==> config.mk <==
export PLATFORM = sky130hd
export DESIGN_NAME = tcc_core
export DESIGN_NICKNAME = d
export VERILOG_FILES = /design/src/inc/tcc_pkg.sv /design/src/logic/tcc_core.sv
export VERILOG_INCLUDE_DIRS = /design/src /design/src/inc
export SDC_FILE = /design/constraint.sdc
export NUM_CORES = 1
export LEC_CHECK = 0
export ABC_AREA = 1
export ABC_CLOCK_PERIOD_IN_PS = 2500
export BUFFER_PORTS_ARGS = -buffer_cell sky130_fd_sc_hd__buf_2
export CORE_ASPECT_RATIO = 0.7
export CORE_MARGIN = 1.5
export CORE_UTILIZATION = 50
export DETAILED_ROUTE_END_ITERATION = 12
export GPL_ROUTABILITY_DRIVEN = 1
export PLACE_DENSITY_LB_ADDON = 0.05
export SLEW_MARGIN = 40
export SYNTH_ARGS = -nofsm -noshare
export SYNTH_HDL_FRONTEND = slang
export SYNTH_SLANG_ARGS = --single-unit
==> constraint.sdc <==
create_clock -name mclk -period 2.5 [get_ports mclk]
set_input_delay 0.25 -clock mclk [delete_from_list [all_inputs] [get_ports mclk]]
set_output_delay 0.25 -clock mclk [all_outputs]
set_load 0.02 [all_outputs]
==> src/inc/tcc_cfg.svh <==
// Constants for the timer counter core: offsets, fields, resets.
// Included by the package, the core and the monitor; holds definitions only.
`ifndef TCC_CFG_SVH
`define TCC_CFG_SVH

`define TCC_ADDR_W        8
`define TCC_OFS_CTRL      8'h20
`define TCC_OFS_CNTH      8'h21
`define TCC_OFS_CNTL      8'h22
`define TCC_OFS_LIMH      8'h23
`define TCC_OFS_LIML      8'h24
`define TCC_OFS_CH0       8'h25
`define TCC_OFS_CH1       8'h26

`define TCC_CTRL_FLAG     7
`define TCC_CTRL_IE       6
`define TCC_CTRL_HALT     5
`define TCC_CTRL_CLR      4
`define TCC_CTRL_PS_HI    2

`define TCC_CH_FLAG       7
`define TCC_CH_IE         6
`define TCC_CH_BUF        5
`define TCC_CH_CFG_W      6

`define TCC_PS_NONE       3'h7
`define TCC_LIMIT_RST     16'hffff
`define TCC_PSC_W         6

`endif

==> src/inc/tcc_pkg.sv <==
// Types shared by the timer counter core.
// Assumes tcc_cfg.svh is on the include path.
`include "tcc_cfg.svh"

package tcc_pkg;

  typedef logic [7:0] tcc_byte_t;

  typedef struct packed {
    logic [15:0]            count;
    logic [`TCC_PSC_W-1:0]  psc;
    logic [15:0]            limit;
    logic                   limit_pend;
    logic                   wrap_flag;
    logic                   wrap_armed;
    logic                   wrap_irq_enable;
    logic                   count_halt;
    logic [2:0]             clock_divider_select;
    tcc_byte_t              low_latch;
    logic                   latched;
    logic [1:0]             channel_event_flag;
    logic [1:0]             ch_armed;
    logic [1:0]             channel_irq_enable;
    logic [`TCC_CH_CFG_W-1:0] ch0_cfg;
    logic [`TCC_CH_CFG_W-1:0] ch1_cfg;
    tcc_byte_t              rdata;
  } tcc_state_s;

endpackage

==> src/logic/tcc_core.sv <==
// Timer counter core: prescaled 16-bit wrap counter, flags, registers.
// Assumes a synchronous byte register port and low-power and break
// levels from the system unit, all synchronous to mclk.
//
// Overview of operation
// RQ1 - Wrap flag sets when count reaches limit
// RQ2 - Wrap irq only when flag and enable set
// RQ3 - Channel events set flags, irq when enabled
// RQ4 - Wrap flag clears by read then write 0
// RQ5 - Wait: keep counting, refuse access, wake
// RQ6 - Stop mode freezes everything, keeps state; code freezes count and channel events, registers stay accessible
// RQ7 - Debug break freezes the counter
// RQ8 - Break protects flags unless clear enabled
// RQ9 - Per-channel mode; buffered only channel 0
// RQ10 - Halt bit stops count; reset sets it
// RQ11 - Clear bit zeroes count and prescaler
// RQ12 - Halt plus clear leaves count at zero
// RQ13 - Divider select 1..64, code 7 none
// RQ14 - High byte read latches low byte
// RQ15 - Count bytes read-only, cleared by reset
// RQ16 - Restart from zero after limit match
// RQ17 - Limit high write inhibits flag until low
// RQ18 - Reset sets limit to all ones
// RQ19 - Software clears count before new limit
// RQ20 - Software leaves count running before wait; bench writes the halt bit before raising wait_mode
// RQ21 - Channel flag clears by read then write 0
// RQ22 - 16-bit up-counter split into two bytes
//
// Design decision made here: strobed register access.
`timescale 1ns/1ps
`include "tcc_cfg.svh"

module tcc_core (
  input  wire logic                         mclk,
  input  wire logic                         rst,
  input  wire logic [`TCC_ADDR_W-1:0]       addr,
  input  wire tcc_pkg::tcc_byte_t           wdata,
  input  wire logic                         wr,
  input  wire logic                         rd,
  output tcc_pkg::tcc_byte_t                rdata,
  input  wire logic                         wait_mode,
  input  wire logic                         stop_mode,
  input  wire logic                         break_active,
  input  wire logic                         break_clear_enable,
  input  wire logic [1:0]                   channel_event,
  output logic                              wrap_irq,
  output logic [1:0]                        channel_irq,
  output logic                              wake_req,
  output logic                              count_tick,
  output logic [`TCC_CH_CFG_W-1:0]          ch0_cfg,
  output logic [`TCC_CH_CFG_W-1:0]          ch1_cfg
);
  import tcc_pkg::*;

  tcc_state_s s;
  tcc_state_s next_s;

  logic                  acc_wr;
  logic                  acc_rd;
  logic                  flag_guard;
  logic                  run;
  logic                  tick;
  logic                  match;
  logic [`TCC_PSC_W-1:0] psc_mask;
  logic [1:0]            ch_clear;

  // Register access is refused in wait mode
  assign acc_wr = wr & ~wait_mode; // RQ5
  assign acc_rd = rd & ~wait_mode; // RQ5
  // Protect two-step clears while in break without the enable
  assign flag_guard = break_active & ~break_clear_enable; // RQ8
  assign run = ~s.count_halt & ~stop_mode & ~break_active; // RQ6 RQ7 RQ10

  // Tick when the low prescaler bits are all ones
  always_comb begin
    psc_mask = '0;
    for (int i = 0; i < `TCC_PSC_W; i++) begin
      psc_mask[i] = (i < int'(s.clock_divider_select));
    end
  end
  assign tick = run && (s.clock_divider_select != `TCC_PS_NONE)
              && ((s.psc & psc_mask) == psc_mask); // RQ13
  assign match = (s.count == s.limit);

  always_comb begin
    next_s = s;
    ch_clear = 2'h0;
    // Prescaler only advances while the counter may run
    if (run) begin
      next_s.psc = s.psc + 1'b1; // RQ13
    end
    if (tick) begin
      if (match) begin
        next_s.count = 16'h0000; // RQ16
      end else begin
        next_s.count = s.count + 16'h0001; // RQ22
      end
    end

    // Read side effects
    if (acc_rd) begin
      case (addr)
        `TCC_OFS_CTRL: begin
          next_s.rdata = {s.wrap_flag, s.wrap_irq_enable,
                          s.count_halt, 1'b0, 1'b0,
                          s.clock_divider_select}; // RQ11
          if (s.wrap_flag && !flag_guard) begin
            next_s.wrap_armed = 1'b1; // RQ4 RQ8
          end
        end
        `TCC_OFS_CNTH: begin
          next_s.rdata = s.count[15:8];
          if (!s.latched) begin
            next_s.low_latch = s.count[7:0]; // RQ14
            next_s.latched = 1'b1;
          end
        end
        `TCC_OFS_CNTL: begin
          next_s.rdata = s.latched ? s.low_latch : s.count[7:0]; // RQ14
          next_s.latched = 1'b0;
        end
        `TCC_OFS_LIMH: next_s.rdata = s.limit[15:8];
        `TCC_OFS_LIML: next_s.rdata = s.limit[7:0];
        `TCC_OFS_CH0: begin
          next_s.rdata = {s.channel_event_flag[0],
                          s.channel_irq_enable[0], s.ch0_cfg};
          if (s.channel_event_flag[0] && !flag_guard) begin
            next_s.ch_armed[0] = 1'b1; // RQ21
          end
        end
        `TCC_OFS_CH1: begin
          next_s.rdata = {s.channel_event_flag[1],
                          s.channel_irq_enable[1], s.ch1_cfg};
          if (s.channel_event_flag[1] && !flag_guard) begin
            next_s.ch_armed[1] = 1'b1; // RQ21
          end
        end
        default: next_s.rdata = 8'h00;
      endcase
    end else begin
      next_s.rdata = 8'h00;
    end

    // Write side effects; count bytes ignore writes
    if (acc_wr) begin
      case (addr)
        `TCC_OFS_CTRL: begin
          next_s.wrap_irq_enable = wdata[`TCC_CTRL_IE];
          next_s.count_halt = wdata[`TCC_CTRL_HALT]; // RQ10
          next_s.clock_divider_select =
            wdata[`TCC_CTRL_PS_HI:0]; // RQ13
          if (!wdata[`TCC_CTRL_FLAG] && s.wrap_armed
              && !flag_guard) begin
            next_s.wrap_flag = 1'b0; // RQ4
            next_s.wrap_armed = 1'b0;
          end
          // Clear bit self-clears: it is never stored
          if (wdata[`TCC_CTRL_CLR]) begin
            next_s.count = 16'h0000; // RQ11 RQ12 RQ15
            next_s.psc = '0; // RQ11
          end
        end
        `TCC_OFS_LIMH: begin
          next_s.limit[15:8] = wdata;
          next_s.limit_pend = 1'b1; // RQ17
        end
        `TCC_OFS_LIML: begin
          next_s.limit[7:0] = wdata;
          next_s.limit_pend = 1'b0; // RQ17
        end
        `TCC_OFS_CH0: begin
          next_s.channel_irq_enable[0] = wdata[`TCC_CH_IE];
          next_s.ch0_cfg = wdata[`TCC_CH_CFG_W-1:0]; // RQ9
          ch_clear[0] = ~wdata[`TCC_CH_FLAG];
        end
        `TCC_OFS_CH1: begin
          next_s.channel_irq_enable[1] = wdata[`TCC_CH_IE];
          // Buffered mode exists only on channel 0
          next_s.ch1_cfg = {1'b0, wdata[`TCC_CH_BUF-1:0]}; // RQ9
          ch_clear[1] = ~wdata[`TCC_CH_FLAG];
        end
        default: ;
      endcase
    end

    // Channel clears, then events; an event wins and disarms
    for (int c = 0; c < 2; c++) begin
      if (ch_clear[c] && s.ch_armed[c] && !flag_guard) begin
        next_s.channel_event_flag[c] = 1'b0; // RQ21
        next_s.ch_armed[c] = 1'b0;
      end
      if (channel_event[c] && !stop_mode) begin
        next_s.channel_event_flag[c] = 1'b1; // RQ3
        next_s.ch_armed[c] = 1'b0; // RQ21
      end
    end

    // Wrap event wins over a pending clear
    if (tick && match && !s.limit_pend) begin
      next_s.wrap_flag = 1'b1; // RQ1 RQ17
      next_s.wrap_armed = 1'b0; // RQ4
    end
  end

  always_ff @(posedge mclk or posedge rst) begin
    if (rst) begin
      s <= '0;
      s.count_halt <= 1'b1; // RQ10
      s.limit <= `TCC_LIMIT_RST; // RQ18
    end else begin
      s <= next_s;
    end
  end

  assign rdata = s.rdata;
  assign wrap_irq = s.wrap_flag & s.wrap_irq_enable
                  & ~s.limit_pend; // RQ2 RQ17
  assign channel_irq = s.channel_event_flag
                     & s.channel_irq_enable; // RQ3
  // Any enabled request may end wait mode
  assign wake_req = wait_mode & (wrap_irq | (|channel_irq)); // RQ5
  assign count_tick = tick;
  assign ch0_cfg = s.ch0_cfg;
  assign ch1_cfg = s.ch1_cfg;

endmodule

==> flow_summary_export.csv <==
group,metric,value,unit
power_and_ir_drop,p_int,2450,uW
floorplan,fp.dieH,84.8,um
drt,wire_per_inst,16.9,um
power_and_ir_drop,leakagePower,0.00263,uW
global_routing,overflow,0,
yosys,synth_area,4770,sq um
timing,finalMaxSlewViolations,0,
power_and_ir_drop,p_comb_share,25.5,%
drt,ant_nets,0,
yosys,yosys.area.top_type,"dfrtp_1",
clock_tree,cts_tree,"yes",
status,outcome,"finished with violations",
layout,final_nets,717,
clock_tree,cts_setup_buffers,0,
yosys,yosysSeqAreaShare,42.4,%
global_routing,grt_pass1_wl,22700,um
placement,gp_congestion,0.956,
timing,setup_tns,0,ps
layout,finalInstanceArea,5250,sq um
drt,drt-pass1-iter-count,5,
yosys,synth_edf_count,0,
timing,max_freq,0.462,GHz
floorplan,start_util,52.0,%
clock_tree,numCtsBuffers,9,
yosys,syn-num-nets,685,
power_and_ir_drop,power_switching,1420,uW
worst_setup_path,required,2250,ps
yosys,synthTopCellsByArea,"dfrtp_1 (33%), nand2_1 (16%), dfstp_2 (9.4%)",
drt,drc,0,
timing,final_period_minus_worst_setup_slack,2170,ps
power_and_ir_drop,power_density,737,nW/um^2
placement,io_buffers,49,
worst_setup_path,startpoint_type,"flop",
layout,fill_cells,891,
power_and_ir_drop,peakVddDrop,565,uV
placement,pre_cts_ws,701,ps
flow_run,maxCapViolCount,0,
global_routing,grt_usage,29.5,%
clock_tree,htree_levels,3,
hold_path,min_path_type,"in2async",
timing,rsz0062_at_grt,"no",
global_routing,grt_pass1_vias,4221,
worst_setup_path,cp.arrival,1920,ps
worst_setup_path,cpLargestDelayFamily,"flip-flops",
timing,whs,-30.6,ps
floorplan,io_pins,51,
worst_setup_path,r2r_slack,650,ps
worst_setup_path,crit_buf_inv,3,
global_routing,antenna_found_initial,0,
drt,vias,4415,
worst_setup_path,end_kind,"output pin",
drt,routed_wl,13800,um
worst_setup_path,cp_max_fo,15,
worst_setup_path,cpPeakStageDelay,560,ps
floorplan,dieArea,10200,sq um
floorplan,core,9180,sq um
placement,place_area,4980,sq um
floorplan,die_x,120,um
floorplan,rows,29,
worst_setup_path,criticalPathCategory,"reg2out",
timing,period_share,86.6,%
timing,worst_slack,335,ps
yosys,syn_inst,657,
status,violations,"negative hold slack",
drt,viasPerCell,5.40,
power_and_ir_drop,clkPwrFrac,31.2,%
clock_tree,cts_root_buffer,"clkbuf_16",
yosys,syn_area_per_cell,7.27,sq um
global_routing,grt_max_degree,81,
worst_setup_path,cp_slowest_cell,"dfstp_2",
clock_tree,clkLatencyLatePin,340,ps
layout,drive_gt1_share,20.7,%
layout,antenna_cells,0,
yosys,yosys_most_used_dff,"dfrtp_1",
timing,setup_viol,0,
clock_tree,hold_buffers,0,
clock_tree,clkSinkCount,80,
placement,place_hpwl,10500,um
timing,finalClockSkew,8.87,ps
yosys,ys_async_sr_fraction,100,%
yosys,synth-seq-cells,80,
layout,syn_to_final_growth,9.98,%
yosys,ys_types,37,
worst_setup_path,path_cells,"nor2_2 -> nand2_2 -> clkinv_4 -> nand2_4 -> nor2_8 -> nand2_4 -> clkinv_4 -> buf_2",
power_and_ir_drop,p_seq_share,43.3,%
yosys,yosysWarningCount,0,
clock_tree,postCtsResizedCells,0,
power_and_ir_drop,switching_share,36.8,%
clock_tree,clk_path_buf_depth,2,
timing,finalHoldViolCount,21,
yosys,synth_top_area_share,33.0,%
clock_tree,clk_pin_slew,60,ps
drt,drt_iter0_markers,509,
[kinds of logic after synthesis]
kind of cell | Yosys count | synth area share (%)
and+or+nand+nor | 350 | 32.7
AOI/OAI and AO/OA | 101 | 11.7
other | 1 | 0.0785
DFF | 80 | 42.4
xor gates and xnor gates | 5 | 0.917
adders and majority gates | 2 | 0.524
buffers and inverters | 118 | 11.7
[flip-flops by register name (all words and copies together), names as in the netlist]
signal   flops
ch0_cfg      6
rdata        8
s           61
ch1_cfg      5
[cell type report]
cell class,count,area [sq um],share of cell area (%)
clock inverters,5,35.0,0.667
multi-input cells,459,2190,41.7
well taps,124,155,2.95
inverters,88,342,6.50
flip-flops and latches,80,2020,38.5
repair buffers,51,273,5.19
clock buffers,11,233,4.43
[worst paths after layout]
kind | depth (start not counted) | startpoint | to
min in group mclk | 3 | wdata[0] | s[51]$_DFFE_PP1P_
min | 3 | rst | s[41]$_DFFE_PP0P_
max reg2reg | 9 | s[66]$_DFF_PP0_ | s[75]$_DFF_PP0_
max in group asynchronous | 3 | rst | s[44]$_DFFE_PP1P_
min reg2reg | 2 | s[34]$_DFFE_PP0P_ | s[34]$_DFFE_PP0P_
max | 8 | s[38]$_DFFE_PP1P_ | count_tick
[power by group through the flow]
stage / logic (uW) / clock network [uW] / registers (uW)
after floorplan: 731 / 0 / 1610
after global placement: 977 / 0 / 1690
after detailed placement: 967 / 0 / 1680
after CTS: 973 / 1230 / 1660
after global routing: 1140 / 1270 / 1700
final: 987 / 1210 / 1680
[per-layer routing]
metal	GRT usage, %	vias to the layer above	part of all wire [%]
met2	42.2	177	41
li1	-	2119	-
met3	7.88	16	9.2
met5	0	-	0
met4	7.36	0	1.3
met1	44.3	2103	49
[cell usage in the layout, fill, tap and decap left out, drive strengths merged, types with 5 or more instances in the layout]
cell / count
xor2: 5
nand2: 216
buf: 51
o22ai: 7
dfrtp: 63
nor2: 81
o21ai: 66
nand3: 31
nor3: 13
clkbuf: 11
dfstp: 17
inv: 85
nand4: 7
clkinv: 7
a21oi: 22
[cells in the mapped netlist, types with 2 or more instances]
| cell | count |
|---|---|
| nand3_1 | 23 |
| nor3_1 | 12 |
| nand2_2 | 11 |
| o21ai_1 | 29 |
| clkinv_4 | 2 |
| nor2_8 | 2 |
| o22ai_1 | 7 |
| nand2_1 | 203 |
| nor2_1 | 71 |
| nand4_2 | 2 |
| o21ai_0 | 37 |
| dfrtp_1 | 63 |
| a31oi_1 | 2 |
| nor2_4 | 3 |
| nand3_2 | 8 |
| inv_2 | 17 |
| xor2_1 | 5 |
| nand4_1 | 5 |
| buf_4 | 20 |
| a21oi_2 | 8 |
| a21oi_1 | 14 |
| buf_2 | 7 |
| nand2_4 | 2 |
| o211ai_1 | 2 |
| inv_1 | 69 |
| nor2_2 | 5 |
| ha_1 | 2 |
| dfstp_2 | 17 |
[worst reg2reg max path: cells and delay by family, from the launching register on]
family / cells / cell delay (ps)
fa+ha+maj: 1 / 260
buf+inv: 1 / 80
simple gates: 7 / 1030
flops: 1 / 420
[stage by stage]
stage | cells | power, uW | util [%]
after global placement | 802 | 2670 | 54.3
final | 818 | 3870 | 57.2
after floorplan | 657 | 2350 | -
after detailed placement | 802 | 2650 | 54.3
after CTS | 818 | 3860 | 57.2
after global routing | 818 | 4100 | 57.2
No activity file was read; power rests on OpenSTA's default activity.
